## src/common/ras_pkg.sv

```systemverilog
// Constants and types shared by the alarm and indicator sequencer
// ============================================================================
// How it works
// [RULE1] Degraded array: one second on, one off
// [RULE2] Failed array: three seconds on, one off
// [RULE3] Hot spare commissioned: one on, three off
// [RULE4] Cadence repeats until cleared, silenced or disabled
// [RULE5] Silence is dropped by every reboot
// [RULE6] Disable survives reboots until explicitly cleared
// [RULE7] Disabled alarm never sounds until re-enabled
// [RULE8] Rebuild holds the alarm steadily on
// [RULE9] Rebuild completion plays one distinct tone once
// [RULE10] Green heartbeat follows processor activity
// [RULE11] Red indicator lit on board error
// [RULE12] Dirty cache output while unwritten data held
// [RULE13] Drive fault output when any drive faults
// [RULE14] Drive activity output follows drive activity
// [RULE15] Factory defaults input restores board settings
// [RULE16] Memory reads: fix single-bit, flag multi-bit
// [RULE17] Most severe cadence wins: failed, degraded, spare
package ras_pkg;

    // ========================================================================
    // Timing
    localparam int unsigned CLK_HZ      = 40_000_000;
    localparam int unsigned SEC_MS      = 1000;
    localparam int unsigned SEC_CYC     = CLK_HZ / 1000 * SEC_MS;
    localparam logic [2:0]  DEGR_ON_S   = 3'h1;
    localparam logic [2:0]  DEGR_OFF_S  = 3'h1;
    localparam logic [2:0]  FAIL_ON_S   = 3'h3;
    localparam logic [2:0]  FAIL_OFF_S  = 3'h1;
    localparam logic [2:0]  SPARE_ON_S  = 3'h1;
    localparam logic [2:0]  SPARE_OFF_S = 3'h3;
    localparam logic [2:0]  DONE_S      = 3'h1;

    // ========================================================================
    // Register map and fields
    localparam logic [7:0] OFS_CTRL  = 8'h00;
    localparam logic [7:0] OFS_COND  = 8'h04;
    localparam logic [7:0] OFS_STAT  = 8'h08;
    localparam logic [7:0] OFS_MASK  = 8'h0C;
    localparam logic [7:0] OFS_ALARM = 8'h10;
    localparam int unsigned CTRL_SIL  = 0;
    localparam int unsigned CTRL_DIS  = 1;
    localparam int unsigned CTRL_DONE = 2;
    localparam int unsigned ST_W      = 4;
    localparam logic        DIS_RST   = 1'b0;
    localparam logic        SIL_RST   = 1'b0;
    localparam logic [3:0]  MASK_RST  = 4'h0;
    localparam logic [5:0]  COND_RST  = 6'h00;

    // ========================================================================
    // Memory check code
    localparam int unsigned ECC_DW = 64;
    localparam int unsigned ECC_CW = 72;

    typedef enum logic [5:0] {
        MD_QUIET   = 6'h01,
        MD_SPARE   = 6'h02,
        MD_DEGR    = 6'h04,
        MD_FAIL    = 6'h08,
        MD_DONE    = 6'h10,
        MD_REBUILD = 6'h20
    } ras_mode_t;

    typedef struct packed {
        logic dirty;
        logic board_err;
        logic rebuild;
        logic spare;
        logic failed;
        logic degraded;
    } ras_cond_t;

    typedef struct packed {
        logic [ECC_DW-1:0] data;
        logic              ce;
        logic              ue;
    } ras_ecc_t;

    typedef struct packed {
        logic raise;
        logic done;
        logic ue;
        logic ce;
    } ras_stat_t;

endpackage : ras_pkg

```

## src/hw/ras_alarm_seq.sv

```systemverilog
// Alarm cadence sequencer, indicators, memory check and APB registers
`timescale 1ns/1ps
`default_nettype none

module ras_alarm_seq #(
    parameter int unsigned TICK_CYC   = ras_pkg::SEC_CYC,
    parameter int unsigned NUM_DRIVES = 8
) (
    // Clock and resets
    input  wire logic                         ref_clk,
    input  wire logic                         arst_n,
    input  wire logic                         por_n,
    // APB slave
    input  wire logic                         psel,
    input  wire logic                         penable,
    input  wire logic                         pwrite,
    input  wire logic [7:0]                   paddr,
    input  wire logic [31:0]                  pwdata,
    output logic      [31:0]                  prdata,
    output logic                              pready,
    output logic                              pslverr,
    // Board sources
    input  wire logic                         cpu_activity,
    input  wire logic [NUM_DRIVES-1:0]        drive_fault,
    input  wire logic [NUM_DRIVES-1:0]        drive_busy,
    input  wire logic                         factory_defaults_header,
    input  wire logic                         ecc_rd_valid,
    input  wire logic [ras_pkg::ECC_CW-1:0]   ecc_rd_code,
    // Buzzer and indicators
    output logic                              alarm_out,
    output logic                              alarm_tone_alt,
    output logic                              irq,
    output logic                              heartbeat_indicator,
    output logic                              board_error_indicator,
    output logic                              dirty_cache_header,
    output logic                              drive_fault_header,
    output logic                              drive_activity_header,
    // Checked read data
    output ras_pkg::ras_ecc_t                 ecc_rd_out,
    output logic                              ecc_out_valid
);

    // ========================================================================
    // Helpers
    function automatic logic [2:0] on_len(input ras_pkg::ras_mode_t m);
        case (m)
            ras_pkg::MD_DEGR:  on_len = ras_pkg::DEGR_ON_S;
            ras_pkg::MD_FAIL:  on_len = ras_pkg::FAIL_ON_S;
            ras_pkg::MD_SPARE: on_len = ras_pkg::SPARE_ON_S;
            default:           on_len = 3'h0;
        endcase
    endfunction : on_len

    function automatic logic [2:0] off_len(input ras_pkg::ras_mode_t m);
        case (m)
            ras_pkg::MD_DEGR:  off_len = ras_pkg::DEGR_OFF_S;
            ras_pkg::MD_FAIL:  off_len = ras_pkg::FAIL_OFF_S;
            ras_pkg::MD_SPARE: off_len = ras_pkg::SPARE_OFF_S;
            default:           off_len = 3'h0;
        endcase
    endfunction : off_len

    // Extended Hamming: bit 0 overall parity, powers of two are checks
    function automatic ras_pkg::ras_ecc_t ecc_fix(
        input logic [ras_pkg::ECC_CW-1:0] cw
    );
        logic [6:0]                 syn;
        logic                       par;
        logic [ras_pkg::ECC_CW-1:0] c;
        logic [6:0]                 k;
        ras_pkg::ras_ecc_t          r;
        syn = 7'h00;
        par = ^cw;
        c   = cw;
        k   = 7'h00;
        r   = '0;
        for (int i = 1; i < ras_pkg::ECC_CW; i++) begin
            if (cw[i]) begin
                syn = syn ^ 7'(i);
            end
        end
        if (par) begin
            if (syn < 7'(ras_pkg::ECC_CW)) begin
                c[syn] = ~c[syn];                      // [RULE16]
                r.ce   = 1'b1;
            end else begin
                r.ue = 1'b1;
            end
        end else if (syn != 7'h00) begin
            r.ue = 1'b1;                               // [RULE16]
        end
        for (int i = 1; i < ras_pkg::ECC_CW; i++) begin
            if ((i & (i - 1)) != 0) begin
                r.data[k[5:0]] = c[i];
                k = k + 7'h01;
            end
        end
        return r;
    endfunction : ecc_fix

    // ========================================================================
    // APB decode
    logic access;
    logic setup;
    logic mapped;
    logic wr_ctrl;
    logic rd_stat;

    assign access  = psel & penable;
    assign setup   = psel & ~penable;
    assign mapped  = (paddr == ras_pkg::OFS_CTRL) | (paddr == ras_pkg::OFS_COND)
                   | (paddr == ras_pkg::OFS_STAT) | (paddr == ras_pkg::OFS_MASK)
                   | (paddr == ras_pkg::OFS_ALARM);
    assign pready  = 1'b1;
    assign pslverr = access & ~mapped;
    assign wr_ctrl = access & pwrite & (paddr == ras_pkg::OFS_CTRL);
    assign rd_stat = access & ~pwrite & (paddr == ras_pkg::OFS_STAT);

    logic                  fact_q;
    logic                  dis_q;
    logic                  sil_q;
    ras_pkg::ras_cond_t    cond_q;
    ras_pkg::ras_cond_t    cond_prev_q;
    logic [3:0]            mask_q;
    ras_pkg::ras_stat_t    stat_q;
    ras_pkg::ras_stat_t    stat_set;
    logic [31:0]           prdata_q;
    ras_pkg::ras_mode_t    mode_q;
    ras_pkg::ras_mode_t    mode_d;
    logic                  phase_on_q;
    logic [2:0]            sec_cnt_q;
    logic [31:0]           tick_cnt_q;
    logic                  sec_tick;
    logic                  done_act_q;
    logic [2:0]            done_cnt_q;
    logic                  done_end;
    logic                  alarm_q;
    logic                  tone_alt_q;
    ras_pkg::ras_ecc_t     ecc_q;
    logic                  ecc_vld_q;

    always_ff @(posedge ref_clk or negedge arst_n) begin
        if (!arst_n) begin
            fact_q <= 1'b0;
        end else begin
            fact_q <= factory_defaults_header;
        end
    end

    // ========================================================================
    // Settings
    // Disable survives a reboot; only a power-on reset, the factory defaults input or a control write clears it
    always_ff @(posedge ref_clk or negedge por_n) begin
        if (!por_n) begin
            dis_q <= ras_pkg::DIS_RST;
        end else if (fact_q) begin
            dis_q <= ras_pkg::DIS_RST;                 // [RULE15]
        end else if (wr_ctrl) begin
            dis_q <= pwdata[ras_pkg::CTRL_DIS];        // [RULE6]
        end
    end

    always_ff @(posedge ref_clk or negedge arst_n) begin
        if (!arst_n) begin
            sil_q <= ras_pkg::SIL_RST;                 // [RULE5]
        end else if (fact_q) begin
            sil_q <= ras_pkg::SIL_RST;                 // [RULE15]
        end else if (wr_ctrl) begin
            sil_q <= pwdata[ras_pkg::CTRL_SIL];
        end
    end

    always_ff @(posedge ref_clk or negedge arst_n) begin
        if (!arst_n) begin
            cond_q      <= ras_pkg::COND_RST;
            cond_prev_q <= ras_pkg::COND_RST;
        end else begin
            cond_prev_q <= cond_q;
            if (access && pwrite && paddr == ras_pkg::OFS_COND) begin
                cond_q <= pwdata[5:0];
            end
        end
    end

    always_ff @(posedge ref_clk or negedge arst_n) begin
        if (!arst_n) begin
            mask_q <= ras_pkg::MASK_RST;
        end else if (fact_q) begin
            mask_q <= ras_pkg::MASK_RST;               // [RULE15]
        end else if (access && pwrite && paddr == ras_pkg::OFS_MASK) begin
            mask_q <= pwdata[3:0];
        end
    end

    // ========================================================================
    // Read data and event status
    // Read data is latched in setup so the clear only drops bits seen
    always_ff @(posedge ref_clk or negedge arst_n) begin
        if (!arst_n) begin
            prdata_q <= 32'h0000_0000;
        end else if (setup) begin
            case (paddr)
                ras_pkg::OFS_CTRL:  prdata_q <= {29'h0, 1'b0, dis_q, sil_q};
                ras_pkg::OFS_COND:  prdata_q <= {26'h0, cond_q};
                ras_pkg::OFS_STAT:  prdata_q <= {28'h0, stat_q};
                ras_pkg::OFS_MASK:  prdata_q <= {28'h0, mask_q};
                ras_pkg::OFS_ALARM: prdata_q <= {22'h0, mode_q, phase_on_q,
                                                 tone_alt_q, dis_q, alarm_q};
                default:            prdata_q <= 32'h0000_0000;
            endcase
        end
    end

    assign prdata = prdata_q;

    assign stat_set.ce    = ecc_vld_q & ecc_q.ce;
    assign stat_set.ue    = ecc_vld_q & ecc_q.ue;
    assign stat_set.done  = done_end;
    assign stat_set.raise = |({cond_q.failed, cond_q.degraded, cond_q.spare}
                          & ~{cond_prev_q.failed, cond_prev_q.degraded,
                              cond_prev_q.spare});

    // A new event in the clearing cycle survives the clear
    always_ff @(posedge ref_clk or negedge arst_n) begin
        if (!arst_n) begin
            stat_q <= '0;
        end else begin
            stat_q <= (stat_q & ~(rd_stat ? prdata_q[3:0] : 4'h0)) | stat_set;
        end
    end

    assign irq = |(stat_q & mask_q);

    // ========================================================================
    // Mode selection
    always_comb begin
        if (cond_q.rebuild) begin
            mode_d = ras_pkg::MD_REBUILD;              // [RULE8]
        end else if (done_act_q && !done_end) begin
            mode_d = ras_pkg::MD_DONE;                 // [RULE9]
        end else if (cond_q.failed) begin
            mode_d = ras_pkg::MD_FAIL;                 // [RULE17]
        end else if (cond_q.degraded) begin
            mode_d = ras_pkg::MD_DEGR;                 // [RULE17]
        end else if (cond_q.spare) begin
            mode_d = ras_pkg::MD_SPARE;                // [RULE17]
        end else begin
            mode_d = ras_pkg::MD_QUIET;                // [RULE4]
        end
    end

    // Second divider restarts on a mode change so the first beat is whole
    assign sec_tick = (tick_cnt_q == TICK_CYC - 1);

    always_ff @(posedge ref_clk or negedge arst_n) begin
        if (!arst_n) begin
            tick_cnt_q <= 32'h0000_0000;
        end else if (mode_d != mode_q || sec_tick) begin
            tick_cnt_q <= 32'h0000_0000;
        end else begin
            tick_cnt_q <= tick_cnt_q + 32'h0000_0001;
        end
    end

    // ========================================================================
    // Cadence
    always_ff @(posedge ref_clk or negedge arst_n) begin
        if (!arst_n) begin
            mode_q     <= ras_pkg::MD_QUIET;
            phase_on_q <= 1'b1;
            sec_cnt_q  <= 3'h0;
        end else if (mode_d != mode_q) begin
            mode_q     <= mode_d;
            phase_on_q <= 1'b1;
            sec_cnt_q  <= 3'h0;
        end else if (sec_tick && on_len(mode_q) != 3'h0) begin
            if (phase_on_q && sec_cnt_q + 3'h1 == on_len(mode_q)) begin
                phase_on_q <= 1'b0;                    // [RULE1] [RULE2] [RULE3]
                sec_cnt_q  <= 3'h0;
            end else if (!phase_on_q
                         && sec_cnt_q + 3'h1 == off_len(mode_q)) begin
                phase_on_q <= 1'b1;                    // [RULE4]
                sec_cnt_q  <= 3'h0;
            end else begin
                sec_cnt_q  <= sec_cnt_q + 3'h1;
            end
        end
    end

    // Completion tone only counts down while it is actually playing
    assign done_end = done_act_q && mode_q == ras_pkg::MD_DONE && sec_tick
                      && done_cnt_q == ras_pkg::DONE_S - 3'h1;

    always_ff @(posedge ref_clk or negedge arst_n) begin
        if (!arst_n) begin
            done_act_q <= 1'b0;
            done_cnt_q <= 3'h0;
        end else if (wr_ctrl && pwdata[ras_pkg::CTRL_DONE]) begin
            done_act_q <= 1'b1;
            done_cnt_q <= 3'h0;
        end else if (done_end) begin
            done_act_q <= 1'b0;                        // [RULE9]
        end else if (done_act_q && mode_q == ras_pkg::MD_DONE && sec_tick) begin
            done_cnt_q <= done_cnt_q + 3'h1;
        end
    end

    // Silence and disable mute every tone, including the completion tone
    always_ff @(posedge ref_clk or negedge arst_n) begin
        if (!arst_n) begin
            alarm_q    <= 1'b0;
            tone_alt_q <= 1'b0;
        end else begin
            alarm_q    <= !dis_q && !sil_q && phase_on_q      // [RULE7] [RULE4]
                          && mode_q != ras_pkg::MD_QUIET;
            tone_alt_q <= mode_q == ras_pkg::MD_DONE;         // [RULE9]
        end
    end

    assign alarm_out      = alarm_q;
    assign alarm_tone_alt = tone_alt_q;

    // ========================================================================
    // Indicators
    always_ff @(posedge ref_clk or negedge arst_n) begin
        if (!arst_n) begin
            heartbeat_indicator   <= 1'b0;
            board_error_indicator <= 1'b0;
            dirty_cache_header    <= 1'b0;
            drive_fault_header    <= 1'b0;
            drive_activity_header <= 1'b0;
        end else begin
            heartbeat_indicator   <= cpu_activity;            // [RULE10]
            board_error_indicator <= cond_q.board_err;        // [RULE11]
            dirty_cache_header    <= cond_q.dirty;            // [RULE12]
            drive_fault_header    <= |drive_fault;            // [RULE13]
            drive_activity_header <= |drive_busy;             // [RULE14]
        end
    end

    // ========================================================================
    // Memory read check, one cycle of latency
    always_ff @(posedge ref_clk or negedge arst_n) begin
        if (!arst_n) begin
            ecc_q     <= '0;
            ecc_vld_q <= 1'b0;
        end else begin
            ecc_vld_q <= ecc_rd_valid;
            if (ecc_rd_valid) begin
                ecc_q <= ecc_fix(ecc_rd_code);                // [RULE16]
            end
        end
    end

    assign ecc_rd_out    = ecc_q;
    assign ecc_out_valid = ecc_vld_q;
endmodule : ras_alarm_seq

`default_nettype wire

```

## config.mk

```make
export PLATFORM = sky130hd
export DESIGN_NAME = ras_alarm_seq
export DESIGN_NICKNAME = d
export VERILOG_FILES = /design/src/common/ras_pkg.sv /design/src/hw/ras_alarm_seq.sv
export SDC_FILE = /design/constraint.sdc
export NUM_CORES = 1
export LEC_CHECK = 0
export BUFFER_PORTS_ARGS = -buffer_cell sky130_fd_sc_hd__buf_2
export CORE_MARGIN = 4
export CORE_UTILIZATION = 35
export CTS_CLUSTER_DIAMETER = 50
export CTS_CLUSTER_SIZE = 16
export DETAILED_ROUTE_END_ITERATION = 8
export PLACE_DENSITY_LB_ADDON = 0.1
export SYNTH_ARGS = -nofsm -noshare
export SYNTH_HDL_FRONTEND = slang
export SYNTH_SLANG_ARGS = --single-unit
```

## constraint.sdc

```tcl
create_clock -name ref_clk -period 4.1 [get_ports ref_clk]
set_input_delay 0.41 -clock ref_clk [delete_from_list [all_inputs] [get_ports ref_clk]]
set_output_delay 0.41 -clock ref_clk [all_outputs]
set_load 0.03 [all_outputs]
```

======== After elaboration in Yosys (flattened, before gate mapping) ========
Index checks and enable logic that the tools add are counted.
word-level totals
  register bits ........................... 172
  word-level logic and storage cells ...... 943
  input port bits ......................... 137
  output and inout bits ................... 109
operators by class
  add/sub/neg operators ................... 65
  $lt $le $gt $ge ......................... 129
  equality and inequality tests ........... 14
  bitwise operators ....................... 93
  multiplexer cells ....................... 505
  reduce and logical (&&, ||, !) cells .... 102
operators with widths
  kind                                                         number
  bitwise mux 64 bit                                           63
  2-to-1 mux 64 bit                                            62
  2-to-1 mux 6 bit                                             96
  2-to-1 mux 7 bit                                             79
  less-than comparator 6 x 7 -> 1 bit (second input constant)  63
  demux 1 bit (select 6 bit)                                   63
  >= comparator 6 x 1 -> 1 bit (second input constant)         63
  adder 6 x 1 -> 6 bit (second input constant)                 62
  2-to-1 mux 72 bit                                            3
  2-to-1 mux 5 bit                                             17
  2-to-1 mux 1 bit                                             82
  logical AND 1 bit                                            78
  bitwise mux 72 bit                                           1
  inverter 3 bit                                               24
  parity 72 bit                                                1
  inverter 4 bit                                               17
  2-to-1 mux 3 bit                                             18
  case mux 10 bit (5 select lines)                             1
  2-to-1 mux 4 bit                                             12
  inverter 2 bit                                               18
  adder 32 x 1 -> 32 bit (second input constant)               1
  equality test 32 x 26 -> 1 bit (second input constant)       1
  2-to-1 mux 32 bit                                            1
  inverter 5 bit                                               6
  other kinds (38)                                             76

======== Depth between registers and ports, before layout ========
Gate-level depths: netlist of run 1.
  depth after elaboration ................. 346
  mapped depth ............................ 12

======== Least setup slack after synthesis of run 1 ========
Ideal clock, no wire load.
  path type ............................... input to register
  start ................................... input ecc_rd_code[69] in the netlist's numbering
  end ..................................... register ecc_q, in the netlist ecc_rd_out[11]
  setup time .............................. 0.125 ns
  arrival ................................. 3.092 ns
  buffers on the path ..................... 3
  stages on the path ...................... 11
  path slack .............................. 0.883 ns
  cell sequence ........................... xnor3_1 xnor3_1 xnor3_1 xnor3_2 buf_4 or3_4 buf_6 a21oi_1 buf_2 a31oi_1 mux2_2
on the way
  longest elaborated chain between the ends .. 141
ends and longest elaborated chain
  item                             line                  RTL
  from (decl)                      ras_alarm_seq.sv:28   input wire logic [ras_pkg::ECC_CW-1:0] ecc_rd_code,
  2-to-1 mux 7 bit                 ras_alarm_seq.sv:78   if (cw[i]) begin
  2-to-1 mux 7 bit                 ras_alarm_seq.sv:349  if (ecc_rd_valid) begin
  inverter 3 bit (no source line)  -
  2-to-1 mux 7 bit                 ras_alarm_seq.sv:78
  2-to-1 mux 7 bit                 ras_alarm_seq.sv:349
  inverter 4 bit (no source line)  -
  2-to-1 mux 7 bit                 ras_alarm_seq.sv:78
  2-to-1 mux 7 bit                 ras_alarm_seq.sv:349
  [... 125 more ...]               -
  2-to-1 mux 64 bit                ras_alarm_seq.sv:349
  bitwise mux 64 bit               ras_alarm_seq.sv:94   r.data[k[5:0]] = c[i];
  2-to-1 mux 64 bit                ras_alarm_seq.sv:349
  bitwise mux 64 bit               ras_alarm_seq.sv:94
  2-to-1 mux 64 bit                ras_alarm_seq.sv:349
  bitwise mux 64 bit               ras_alarm_seq.sv:94
  2-to-1 mux 64 bit                ras_alarm_seq.sv:349
  bitwise mux 64 bit (*)           ras_alarm_seq.sv:94
  to (signal assigned)             ras_alarm_seq.sv:350  ecc_q <= ecc_fix(ecc_rd_code);
  to (decl)                        ras_alarm_seq.sv:139  ras_pkg::ras_ecc_t ecc_q;
Mark *: on every way between the ends. The rest lies on a longest branch, timed or not. The select of a mux whose other input is x is not followed.
A chain may end at the register's enable or synchronous reset.

======== Worst setup path in the final report of run 1 ========
  start ................................... register tick_cnt_q[20]
  end ..................................... register tick_cnt_q[21]
on the way
  longest elaborated chain between the ends .. 10
ends and longest elaborated chain
  item                            line                  RTL
  from (decl)                     ras_alarm_seq.sv:132  logic [31:0] tick_cnt_q;
  from (signal assigned)          ras_alarm_seq.sv:261  tick_cnt_q <= tick_cnt_q + 32'h0000_0001;
  equality test 32 x 26 -> 1 bit  ras_alarm_seq.sv:253  assign sec_tick = (tick_cnt_q == TICK_CYC - 1);
  logical AND 1 bit               ras_alarm_seq.sv:291  assign done_end = done_act_q && mode_q == ras_pkg::MD_DONE && sec_tick
  logical AND 1 bit               ras_alarm_seq.sv:292  && done_cnt_q == ras_pkg::DONE_S - 3'h1;
  logical NOT 1 bit               ras_alarm_seq.sv:239  end else if (done_act_q && !done_end) begin
  logical AND 1 bit               ras_alarm_seq.sv:239
  2-to-1 mux 5 bit                ras_alarm_seq.sv:239
  2-to-1 mux 6 bit                ras_alarm_seq.sv:237  if (cond_q.rebuild) begin
  inequality test 6 bit           ras_alarm_seq.sv:258  end else if (mode_d != mode_q || sec_tick) begin
  logical OR 1 bit                ras_alarm_seq.sv:258
  2-to-1 mux 32 bit (*)           ras_alarm_seq.sv:258
Mark *: on every way between the ends. The rest lies on a longest branch, timed or not.

==> run_results.csv, run 1 <==
group,metric,value,unit
timing,setup_tns,0,ns
grt,initial_antenna_violation_count,9,
critical_path,slowest_stage,"sky130_fd_sc_hd__or4_1",
power_and_ir_drop,pwr-share-clk,17.1,%
critical_path,worst_ep_required_time,4.42,ns
route,avgRoutedWirePerCell,20.3,um
grt,grt_first_pass_wirelength,51400,um
timing,fin_hold_ws,0.0560,ns
critical_path,startpoint_type_of_the_worst_setup_path,"flop",
route,met3RoutedLength,2760,um
synthesis,synthCells,1042,
run_status,status,"finished, final reports clean",
grt,grt_overflow,0,
power_and_ir_drop,swShare,52.0,%
job,timing.max_cap.violations,0,
synthesis,ys_async_sr_fraction,100,%
power_and_ir_drop,seqPwrFrac,18.3,%
finish,area.sequential,0.00376,mm^2
synthesis,syn-cell-area,0.00979,mm^2
critical_path,timing.critical_path.cells,"nor4b_1 -> nand4_1 -> or4_1 -> o21ai_1 -> nand3_1 -> mux2_2 -> o211ai_1 -> nand2b_1 -> buf_4 -> nor2_1",
critical_path,path_delay_family,"simple AND/OR/NAND/NOR gates",
route,routed.top_layer,"met5",
die,floorplan.io_pins,246,
cts,clkLatencyLatePin,0.44,ns
cts,postCtsSetupRepairBufs,0,
timing,timing.final.max_slew_violations,0,
finish,syn2layout_area_growth,22.1,%
cts,tritoncts.num_buffers,17,
place,globalplace.congestion,0.882,
critical_path,worst-endpoint-arrival,3.73,ns
finish,drive_above_1_share,26.8,%
route,wl_met2,14300,um
synthesis,ys.flop_type,"sky130_fd_sc_hd__dfrtp_1",
cts,clock_sink_count,150,
power_and_ir_drop,p_leak,5.19,nW
die,die_width,175,um
grt,gr-usage-all-layers,21.5,%
place,place_hpwl,25100,um
grt,pin_count_of_the_biggest_net_entering_global_routing,91,
route,drt_pre_antenna_iters,5,
synthesis,post-synth-top-area-fraction,37.8,%
critical_path,critical_path.max_fanout,9,
grt,first_global_vias,8716,
cts,htreeDepth,4,
cts,clock_tree.buffer_depth,2,
route,first_iter_violations,624,
timing,fin_crit_sh,83.2,%
power_and_ir_drop,power_per_cell_area,788,mW/mm^2
timing,fin_worst_skew,0.0189,ns
cts,worst_setup_hold_path_clk_slew,0.07,ns
synthesis,syn_avg_cell_area,9.40,um^2
timing,setup-violations-final,0,
critical_path,critical_path.n_buffers_inverters,1,
synthesis,netlist.top_cell.by_area,"sky130_fd_sc_hd__dfrtp_1",
synthesis,yosysMostFrequentCell,"sky130_fd_sc_hd__dfrtp_1",
finish,nNetsFinal,1395,
timing,timing.final.hold_violations,0,
power_and_ir_drop,vdd.ir_drop.worst,0.554,mV
min_path,type_of_the_most_critical_hold_path,"in -> async",
synthesis,count_of_warnings_emitted_by_yosys,0,
finish,multi_input_area,0.00564,mm^2
power_and_ir_drop,cellInternalPower,0.00453,W
synthesis,synth.ff_latch_count,150,
cts,ctsRootBufferMaster,"sky130_fd_sc_hd__clkbuf_16",
route,remaining_drc_errors,0,
critical_path,cp_slowest_stage_delay,0.58,ns
route,drt_wl_total,33300,um
route,route.detailed.vias_per_inst,5.36,
die,start_util,35.9,%
synthesis,ys_seq_area_share,38.4,%
synthesis,synth_cell_type_count,68,
power_and_ir_drop,portion_of_total_power_attributed_to_combinational_logic,64.6,%
route,detail-route-antenna-nets,0,
place,port_buffers,196,
synthesis,synthTopCellsByArea,"sky130_fd_sc_hd__dfrtp_1, sky130_fd_sc_hd__xnor2_1, sky130_fd_sc_hd__a31oi_1",
finish,layout.filler_cells,2720,
timing,rsz0062_at_grt,"false",
route,vias,8789,
die,core.rowCount,60,
critical_path,worstSetupEndpointType,"flop",
timing,achievable_frequency,293,MHz
power_and_ir_drop,net_switching_power,0.00490,W
timing,timing.max_slew.rel_slack,43.5,%
synthesis,post_synth_most_frequent_cells,"sky130_fd_sc_hd__dfrtp_1, sky130_fd_sc_hd__xnor2_1, sky130_fd_sc_hd__nand2_1, sky130_fd_sc_hd__a31oi_1, sky130_fd_sc_hd__nor2_1",
die,overall_die_area,0.0307,mm^2
die,floorplan.die.height,175,um
route,route.layer.met1.wl,15200,um
synthesis,synth-edff-count,0,
timing,period_needed,3.41,ns
cts,tritoncts,"built",
critical_path,critical_path_class,"reg -> reg",
timing,tightest_slew,0.836,ns
die,fp.coreArea,0.0273,mm^2
placed cells by master (no fill, tap or decap), types with 5 or more instances in the layout:
master | Yosys | layout
sky130_fd_sc_hd__o22ai_1 | 25 | 25
sky130_fd_sc_hd__nand2_1 | 84 | 84
sky130_fd_sc_hd__dfrtp_1 | 148 | 148
sky130_fd_sc_hd__nand4_1 | 7 | 7
sky130_fd_sc_hd__a22o_1 | 9 | 9
sky130_fd_sc_hd__and3_1 | 14 | 14
sky130_fd_sc_hd__a31oi_1 | 80 | 80
sky130_fd_sc_hd__o31ai_1 | 17 | 17
sky130_fd_sc_hd__inv_8 | 0 | 7
sky130_fd_sc_hd__nor3_1 | 14 | 14
sky130_fd_sc_hd__a211oi_1 | 9 | 9
sky130_fd_sc_hd__and2_1 | 9 | 9
sky130_fd_sc_hd__o21ai_0 | 16 | 16
sky130_fd_sc_hd__buf_2 | 13 | 194
sky130_fd_sc_hd__xnor2_1 | 118 | 118
sky130_fd_sc_hd__mux2_2 | 40 | 40
sky130_fd_sc_hd__a21o_1 | 15 | 15
sky130_fd_sc_hd__inv_1 | 17 | 17
sky130_fd_sc_hd__nor4_1 | 15 | 15
sky130_fd_sc_hd__nor2_1 | 78 | 78
sky130_fd_sc_hd__nand2b_1 | 15 | 15
sky130_fd_sc_hd__nand3b_1 | 5 | 5
sky130_fd_sc_hd__xor2_1 | 40 | 40
sky130_fd_sc_hd__clkbuf_16 | 0 | 17
sky130_fd_sc_hd__nand3_1 | 32 | 32
sky130_fd_sc_hd__a21oi_1 | 45 | 45
sky130_fd_sc_hd__mux2i_1 | 14 | 14
sky130_fd_sc_hd__buf_4 | 24 | 55
sky130_fd_sc_hd__conb_1 | 2 | 23
sky130_fd_sc_hd__xnor3_1 | 5 | 5
sky130_fd_sc_hd__nor2b_1 | 20 | 20
sky130_fd_sc_hd__or3_1 | 7 | 7
area by class of cell:
cell class | count | area share, %
diodes | 2 | 0.0418
clock buffers | 17 | 3.56
clock inverters | 15 | 1.48
inverters | 17 | 0.534
multi-input cells | 816 | 47.2
flip-flops and latches | 150 | 31.4
well taps | 372 | 3.89
repair buffers | 252 | 11.9
timing repair:
item,CTS,global route
hold buffers,1,0
gates resized for setup,0,0
hold endpoints to repair,1,0
kinds of logic (layout without fill, tap and decap cells):
family	Yosys count	in the layout	share of synthesized area [%]
XOR/XNOR	170	170	16.9
AO/OA/AOI/OAI	246	246	16.9
adder cells (fa/ha/maj)	4	4	0.511
buffers and inverters	97	301	4.88
multiplexers	54	54	6.03
flip-flops	150	150	38.4
other	2	25	0.0767
AND/OR/NAND/NOR	319	319	16.4
per-layer routing:
layer,vias up,global-route usage (%)
li1,4142,-
met1,4176,30.5
met2,387,32.1
met3,70,5.40
met4,14,7.27
met5,-,0
sequential cells by signal, summed over array words and instances, names as in the netlist, 4 cells and up:
register,cells
mode_q,6
prdata,10
cond_q,6
mask_q,4
stat_q,4
tick_cnt_q,32
ecc_rd_out,66
worst paths after layout:
path / start / endpoint / slack (ns) / cells after the start
worst min-delay path: arst_n / board_error_indicator / 0.06 / 1
worst max-delay path: tick_cnt_q[20] / tick_cnt_q[21] / 0.69 / 10
worst max register to register: tick_cnt_q[20] / tick_cnt_q[21] / 0.69 / 10
min in group ref_clk: cpu_activity / heartbeat_indicator / 0.09 / 1
max in group asynchronous: arst_n / done_act_q / 3.16 / 2
worst min register to register: cond_q[5] / dirty_cache_header / 0.42 / 0
power by group through the flow:
| stage | Sequential (W) | Clock, W | Combinational [W] |
|---|---|---|---|
| global route | 0.00175 | 0.00174 | 0.00647 |
| CTS | 0.00173 | 0.00167 | 0.00599 |
| finish | 0.00172 | 0.00161 | 0.00609 |
| floorplan | 0.00196 | 0 | 0.00341 |
| global placement | 0.00175 | 0 | 0.00593 |
| detailed placement | 0.00175 | 0 | 0.00595 |
per-stage QoR:
stage / utilization [%] / cell area (um^2) / setup WS [ns] / power (W) / cells
final: 43.9 / 12000 / 0.688 / 0.00943 / 1641
after global routing: 43.9 / 12000 / 0.472 / 0.00996 / 1641
after CTS: 43.9 / 12000 / 0.694 / 0.00939 / 1639
after detailed placement: 41.6 / 11300 / 0.321 / 0.00771 / 1606
after global placement: 41.6 / 11300 / 0.336 / 0.00768 / 1606
after floorplan: - / 9870 / 0.883 / 0.00537 / 1063
Note: power is estimated with default switching activity, not from simulation.
==> run 2: changes to the inputs <==
--- a/config.mk
+++ b/config.mk
@@ -5,6 +5,7 @@
 export SDC_FILE = /design/constraint.sdc
 export NUM_CORES = 1
 export LEC_CHECK = 0
+export ABC_AREA = 1
 export BUFFER_PORTS_ARGS = -buffer_cell sky130_fd_sc_hd__buf_2
 export CORE_MARGIN = 4
 export CORE_UTILIZATION = 35
==> constraint.sdc (replaced) <==
create_clock -name ref_clk -period 3.2 [get_ports ref_clk]
set_input_delay 0.32 -clock ref_clk [delete_from_list [all_inputs] [get_ports ref_clk]]
set_output_delay 0.32 -clock ref_clk [all_outputs]
set_load 0.03 [all_outputs]
==> run 2 against run 1 <==
Effect of this change:
- final cell count up 52%
- clock skew down 0.013 ns
- design area up 27%
- maximum frequency up 9.3%
- critical path type unchanged
- critical endpoint is now tick_cnt_q[26]
- largest power group unchanged
==> run_results.csv, run 2 <==
group,metric,value,unit
timing,setup-violations-final,0,
cts,htreeDepth,4,
power_and_ir_drop,net_switching_power,0.00450,W
power_and_ir_drop,vdd.ir_drop.worst,0.553,mV
critical_path,worstSetupStartpoint,"tick_cnt_q[1]",
route,avgRoutedWirePerCell,15.5,um
grt,busiest_layer,"met2",
power_and_ir_drop,design_power_total,0.0104,W
synthesis,synthTopCellsByArea,"sky130_fd_sc_hd__dfrtp_1, sky130_fd_sc_hd__nand2_1, sky130_fd_sc_hd__nor2_1",
grt,pin_count_of_the_biggest_net_entering_global_routing,65,
finish,fin_area,0.0151,mm^2
power_and_ir_drop,pwr-share-clk,21.3,%
place,place_hpwl,29200,um
synthesis,syn-cell-area,0.0108,mm^2
finish,max_reg_flops,66,
cts,clkLatencyLatePin,0.45,ns
grt,grt_overflow,0,
finish,syn2layout_area_growth,40.4,%
synthesis,syn_avg_cell_area,6.39,um^2
critical_path,critical_path.max_fanout,5,
die,start_util,35.4,%
route,remaining_drc_errors,0,
cts,ctsRootBufferMaster,"sky130_fd_sc_hd__clkbuf_16",
critical_path,startpoint_type_of_the_worst_setup_path,"flop",
synthesis,synth.ff_latch_count,150,
grt,grt.met2_usage,37.8,%
grt,gr-usage-met3,3.48,%
power_and_ir_drop,p_leak,7.76,nW
power_and_ir_drop,portion_of_total_power_attributed_to_combinational_logic,57.9,%
grt,grtUsageMet1,28.0,%
synthesis,synth_cell_type_count,45,
route,route.detailed.vias_per_inst,4.70,
synthesis,ys_seq_area_share,34.8,%
power_and_ir_drop,seqPwrFrac,20.8,%
die,floorplan.io_pins,246,
die,die_width,184,um
timing,timing.final.hold_violations,0,
timing,period_needed,3.12,ns
route,drt_pre_antenna_iters,5,
synthesis,netlist.top_cell.by_area,"sky130_fd_sc_hd__dfrtp_1",
critical_path,worstSetupEndpointType,"flop",
critical_path,cp_slowest_stage_delay,0.36,ns
timing,fin_crit_sh,97.6,%
min_path,type_of_the_most_critical_hold_path,"in -> reg",
cts,tritoncts,"built",
synthesis,synthCells,1688,
run_status,status,"finished, final reports clean",
synthesis,synth-edff-count,0,
critical_path,endpoint,"tick_cnt_q[26]",
finish,nNetsFinal,2221,
synthesis,count_of_warnings_emitted_by_yosys,0,
finish,drive_above_1_share,26.3,%
die,overall_die_area,0.0337,mm^2
route,detail-route-antenna-nets,0,
route,vias,11700,
critical_path,critical_path.reg2reg.endpoint,"tick_cnt_q[26]",
cts,worst_setup_hold_path_clk_slew,0.07,ns
synthesis,yosysMostFrequentCell,"sky130_fd_sc_hd__nand2_1",
critical_path,critical_path_class,"reg -> reg",
critical_path,worst-endpoint-arrival,3.49,ns
synthesis,ys.flop_type,"sky130_fd_sc_hd__dfrtp_1",
critical_path,slowest_stage,"sky130_fd_sc_hd__dfrtp_1",
synthesis,post-synth-top-area-fraction,34.3,%
cts,tritoncts.num_buffers,17,
power_and_ir_drop,cellInternalPower,0.00593,W
power_and_ir_drop,power_per_cell_area,689,mW/mm^2
critical_path,rrSetupSlack,0.08,ns
die,fp.coreArea,0.0305,mm^2
critical_path,worst_ep_required_time,3.57,ns
place,port_buffers,196,
critical_path,worstRegToRegCells,22,
timing,timing.final.max_slew_violations,0,
job,timing.max_cap.violations,0,
place,globalplace.congestion,0.963,
critical_path,r2r_start,"tick_cnt_q[1]",
cts,clock_tree.buffer_depth,2,
grt,gr-usage-all-layers,21.8,%
timing,achievable_frequency,320,MHz
timing,fin_worst_skew,0.00586,ns
finish,final_common_cell,"sky130_fd_sc_hd__nand2_1",
timing,timing.max_slew.rel_slack,59.7,%
critical_path,crit_top_cell,"sky130_fd_sc_hd__nand2_2",
finish,most_used_cells_in_the_layout_excluding_fill_and_tap_cells,"sky130_fd_sc_hd__nand2_1, sky130_fd_sc_hd__nor2_1, sky130_fd_sc_hd__buf_4",
synthesis,post_synth_most_frequent_cells,"sky130_fd_sc_hd__nand2_1, sky130_fd_sc_hd__nor2_1, sky130_fd_sc_hd__inv_1, sky130_fd_sc_hd__dfrtp_1, sky130_fd_sc_hd__nand3_1",
die,core.rowCount,64,
route,drt_wl_total,38600,um
timing,tightest_slew,0.603,ns
cts,clock_sink_count,150,
grt,grt_first_pass_wirelength,57500,um
timing,rsz0062_at_grt,"true",
synthesis,ys_async_sr_fraction,100,%
grt,first_global_vias,10800,
timing,fin_hold_ws,0.0554,ns
place,placed_cell_area,0.0135,mm^2
critical_path,timing.critical_path.cells,"ha_2 -> nand2_2 -> nor2_1 -> inv_1 -> nor2_2 -> inv_2 -> nor2_4 -> nand2_2 -> nor3_2 -> nand4_1 -> nor2_2 -> nand2_1 -> nand2_2 -> nand4_1 -> xor2_1 -> nor4_1 -> nand2_1 -> nor2_1 -> buf_4 -> inv_8 -> buf_8 -> nor3b_2",
route,first_iter_violations,682,
die,floorplan.die.height,184,um
grt,initial_antenna_violation_count,3,
power_and_ir_drop,swShare,43.2,%
## run 2: changes by cell type after synthesis, sizes merged, moves of 18 or more
cell	before	now
nand2	84	590
inv	17	188
mux2	40	2
nor2b	20	0
o21ai	17	39
a31oi	80	1
clkbuf	41	18
a21oi	45	19
o22ai	25	7
nand3	33	84
xnor2	121	59
nor2	78	321
## run 2: layer usage
layer | vias up | routed length, um
li1 | 5967 | -
met1 | 5415 | 16600
met2 | 278 | 19100
met3 | 50 | 1870
met4 | 0 | 997
met5 | - | 0
## run 2: power groups by stage
stage | clock (W) | sequential (W) | combinational [W]
6_report | 0.00222 | 0.00217 | 0.00604
5_1_grt | 0.00233 | 0.00219 | 0.00650
4_1_cts | 0.00226 | 0.00217 | 0.00484
3_5_place_dp | 0 | 0.00220 | 0.00482
3_3_place_gp | 0 | 0.00220 | 0.00482
2_1_floorplan | 0 | 0.00241 | 0.00244
## run 2: worst min-delay path by stage
stage,start,endpoint,slack (ns),depth (start not counted)
floorplan,arst_n,alarm_out,0.02,0
global placement,por_n,dis_q,0.1,1
detailed placement,por_n,dis_q,0.1,1
CTS,ecc_rd_valid,ecc_out_valid,0.04,1
global route,ecc_rd_valid,ecc_out_valid,0.04,1
finish,ecc_rd_valid,ecc_out_valid,0.06,1
## run 2: worst max-delay path: cells and delay by family, from the launching register on
kind	cells	cell delay, ns
AND/OR/NAND/NOR	15	1.87
buffers and inverters	5	0.47
flip-flops	1	0.36
adder cells (fa/ha/maj)	1	0.19
XOR/XNOR	1	0.17
## run 2: area by class of cell
class | instances | area [um^2]
clock inverter | 13 | 195
multi-input combinational | 1303 | 6550
sequential | 150 | 3760
inverter | 190 | 728
clock buffer | 19 | 433
timing repair buffer | 418 | 2980
antenna | 3 | 7.51
tap | 396 | 495
fill | 3100 | 15400
## run 2: stage by stage
stage                     cells  setup WS, ns  utilization [%]  setup TNS [ns]
after floorplan            1709         0.377                -               0
final                      2492        0.0768             49.6               0
after global placement     2419        -0.483             44.1          -29.82
after CTS                  2466       0.00725             46.7               0
after detailed placement   2419        -0.486             44.1          -30.66
after global routing       2492        -0.236             49.6           -6.22
## run 2: cells by family (layout without fill, tap and decap cells)
kind of cell	count (synthesis)	after routing	share of synthesized area, %
buffers and inverters	256	640	10.0
other	2	26	0.0696
AOI/OAI and AO/OA	82	82	4.40
muxes	2	2	0.209
adders and majority gates	4	4	0.464
DFF	150	150	34.8
and+or+nand+nor	1080	1080	40.7
xor gates and xnor gates	112	112	9.37
## run 2: what timing repair did
action,4_1_cts,5_1_grt
pin swaps,5,22
setup endpoints to repair,85,100
endpoints found under the hold margin,51,0
hold buffers,4,0
resized for setup,10,144
setup buffers,11,16
cloned,0,8
==> run 3: changes to the inputs <==
--- a/config.mk
+++ b/config.mk
@@ -7,8 +7,8 @@
 export LEC_CHECK = 0
 export ABC_AREA = 1
 export BUFFER_PORTS_ARGS = -buffer_cell sky130_fd_sc_hd__buf_2
-export CORE_MARGIN = 4
-export CORE_UTILIZATION = 35
+export CORE_MARGIN = 3
+export CORE_UTILIZATION = 50
 export CTS_CLUSTER_DIAMETER = 50
 export CTS_CLUSTER_SIZE = 16
 export DETAILED_ROUTE_END_ITERATION = 8
==> constraint.sdc (replaced) <==
create_clock -name ref_clk -period 2.6 [get_ports ref_clk]
set_input_delay 0.26 -clock ref_clk [delete_from_list [all_inputs] [get_ports ref_clk]]
set_output_delay 0.26 -clock ref_clk [all_outputs]
set_load 0.03 [all_outputs]
==> run 3 against run 2 <==
Effect of this change:
- count of clock-buffer cells in the layout shrank 2
- final cell count is 0.60% lower
- clock skew rose by 0.0048 ns
- power increased by 53%
- clock power up 12%
- first-iteration DRC count is 100% higher
- global-route usage increased by 12 points
- critical path depth rose by 11
- sequential cell count unchanged
- worst setup slack worse by 0.70 ns
- the flow now finishes with violations (setup timing)
==> run_results.csv, run 3 (synthesized netlist as in run 2, its figures left out) <==
group,metric,value,unit
die,fp.coreArea,0.0211,mm^2
timing,fin_worst_skew,0.0107,ns
critical_path,rrSetupSlack,-0.54,ns
power_and_ir_drop,cellInternalPower,0.00850,W
timing,setup-violations-final,100,
cts,clock_tree.buffer_depth,2,
grt,grt_first_pass_wirelength,63900,um
finish,multi_input_area,0.00769,mm^2
finish,max_reg_flops,66,
finish,layout.filler_cells,1359,
route,first_iter_violations,1390,
timing,setup_tns,-51.62,ns
die,overall_die_area,0.0234,mm^2
timing,period_needed,3.22,ns
min_path,type_of_the_most_critical_hold_path,"in -> reg",
place,globalplace.congestion,1.03,
critical_path,worst_ep_required_time,2.97,ns
power_and_ir_drop,vdd.ir_drop.worst,0.758,mV
timing,fin_hold_ws,0.0121,ns
cts,clock_sink_count,150,
critical_path,worst-endpoint-arrival,3.59,ns
die,floorplan.die.height,153,um
grt,initial_antenna_violation_count,2,
grt,pin_count_of_the_biggest_net_entering_global_routing,71,
critical_path,cp_slowest_stage_delay,0.22,ns
power_and_ir_drop,p_leak,9.00,nW
die,floorplan.io_pins,246,
critical_path,critical_path.max_fanout,8,
die,die_width,153,um
route,vias,13700,
finish,syn2layout_area_growth,58.9,%
power_and_ir_drop,portion_of_total_power_attributed_to_combinational_logic,67.6,%
die,core.rowCount,53,
timing,final_critical_path_setup_slack,-0.618,ns
critical_path,worstSetupEndpointType,"flop",
timing,achievable_frequency,311,MHz
critical_path,worstRegToRegCells,23,
timing,tightest_slew,0.604,ns
finish,nNetsFinal,2328,
cts,htreeDepth,4,
finish,drive_above_1_share,42.8,%
grt,grt_overflow,0,
timing,fin_crit_sh,124,%
timing,rsz0062_at_grt,"true",
run_status,status,"finished with violations",
critical_path,worstSetupStartpoint,"ecc_rd_code[23]",
timing,timing.final.hold_violations,0,
timing,timing.final.max_slew_violations,0,
power_and_ir_drop,pwr-share-clk,15.6,%
route,drt_pre_antenna_iters,8,
run_status,violated_checks,"setup timing",
job,timing.max_cap.violations,0,
grt,first_global_vias,12700,
power_and_ir_drop,seqPwrFrac,16.8,%
power_and_ir_drop,swShare,46.7,%
cts,tritoncts.num_buffers,17,
power_and_ir_drop,power_per_cell_area,930,mW/mm^2
cts,clkLatencyLatePin,0.43,ns
critical_path,critical_path_class,"in -> reg",
route,avgRoutedWirePerCell,18.2,um
critical_path,startpoint_type_of_the_worst_setup_path,"input port",
route,route.detailed.vias_per_inst,5.52,
route,drt_wl_total,45100,um
critical_path,r2r_start,"tick_cnt_q[1]",
place,port_buffers,196,
min_path,min-delay-start,"ecc_rd_valid",
critical_path,crit_top_cell,"sky130_fd_sc_hd__nand2_1",
grt,gr-usage-all-layers,33.6,%
cts,tritoncts,"built",
power_and_ir_drop,net_switching_power,0.00745,W
place,place_hpwl,27900,um
min_path,timing.hold.worst_path_depth,1,
cts,worst_setup_hold_path_clk_slew,0.07,ns
route,remaining_drc_errors,0,
route,detail-route-antenna-nets,0,
finish,final_common_cell,"sky130_fd_sc_hd__nand2_1",
finish,area.sequential,0.00376,mm^2
critical_path,slowest_stage,"sky130_fd_sc_hd__nor2_4",
finish,most_used_cells_in_the_layout_excluding_fill_and_tap_cells,"sky130_fd_sc_hd__nand2_1, sky130_fd_sc_hd__buf_4, sky130_fd_sc_hd__nor2_1",
cts,ctsRootBufferMaster,"sky130_fd_sc_hd__clkbuf_16",
timing,timing.max_slew.rel_slack,59.6,%
die,start_util,51.2,%
[run 3: changes by cell type in the layout (fill, tap and decap cells not counted), sizes merged]
cell and change:
buf +113, bufinv -4, clkbuf -8, clkinv +1
diode -1, inv +5
[run 3: power groups by stage]
stage | Combinational [W] | Sequential [W] | Clock, W
after floorplan | 0.00342 | 0.00296 | 0
after global placement | 0.00578 | 0.00270 | 0
after detailed placement | 0.00587 | 0.00271 | 0
after CTS | 0.00917 | 0.00267 | 0.00250
after global routing | 0.0111 | 0.00270 | 0.00261
final | 0.0108 | 0.00267 | 0.00249
[run 3: worst paths after layout]
path,end
max in group asynchronous,mode_q[0]
max reg2reg,tick_cnt_q[4]
max,ecc_rd_out[25]
min in group asynchronous,dis_q
min reg2reg,dirty_cache_header
min,ecc_out_valid
[run 3: repair_timing]
| item | 4_1_cts | 5_1_grt |
|---|---|---|
| setup buffers | 48 | 30 |
| resized for setup | 221 | 339 |
| cloned | 9 | 2 |
| endpoints found under the hold margin | 79 | 0 |
| setup endpoints to repair | 100 | 104 |
| pin swaps | 27 | 124 |
| hold buffers | 4 | 0 |
[run 3: final cells by class]
| cell class | count | area share, % |
|---|---|---|
| repair buffers | 525 | 23.5 |
| clock buffers | 17 | 2.48 |
| clock inverters | 15 | 0.941 |
| multi-input cells | 1303 | 44.9 |
| flip-flops and latches | 150 | 21.9 |
| well taps | 275 | 2.01 |
| diodes | 2 | 0.0292 |
| inverters | 190 | 4.29 |
[run 3: stage by stage]
stage | setup slack, ns | utilization, % | cell area (um^2) | power (W) | std cells
CTS | -0.330 | 75.4 | 15900 | 0.0143 | 2459
global route | -0.807 | 81.3 | 17100 | 0.0164 | 2477
floorplan | -0.0854 | - | 11000 | 0.00639 | 1709
global placement | -0.749 | 66.0 | 13900 | 0.00848 | 2366
finish | -0.618 | 81.3 | 17100 | 0.0160 | 2477
detailed placement | -0.799 | 66.0 | 13900 | 0.00857 | 2366
[run 3: worst max-delay path: cells and delay by family]
| family | cells | cell delay (ns) |
|---|---|---|
| AO/OA/AOI/OAI | 1 | 0.17 |
| buffers and inverters | 10 | 1.16 |
| AND/OR/NAND/NOR | 22 | 1.98 |
[run 3: routing by layer]
metal | wire, um | up-vias | part of all wire (%) | global-route usage (%)
li1 | - | 6190 | - | -
met1 | 16200 | 6294 | 36 | 41.0
met2 | 21500 | 890 | 48 | 58.3
met3 | 4040 | 303 | 8.9 | 5.24
met4 | 3390 | 0 | 7.5 | 15.9
met5 | 0 | - | 0 | 0
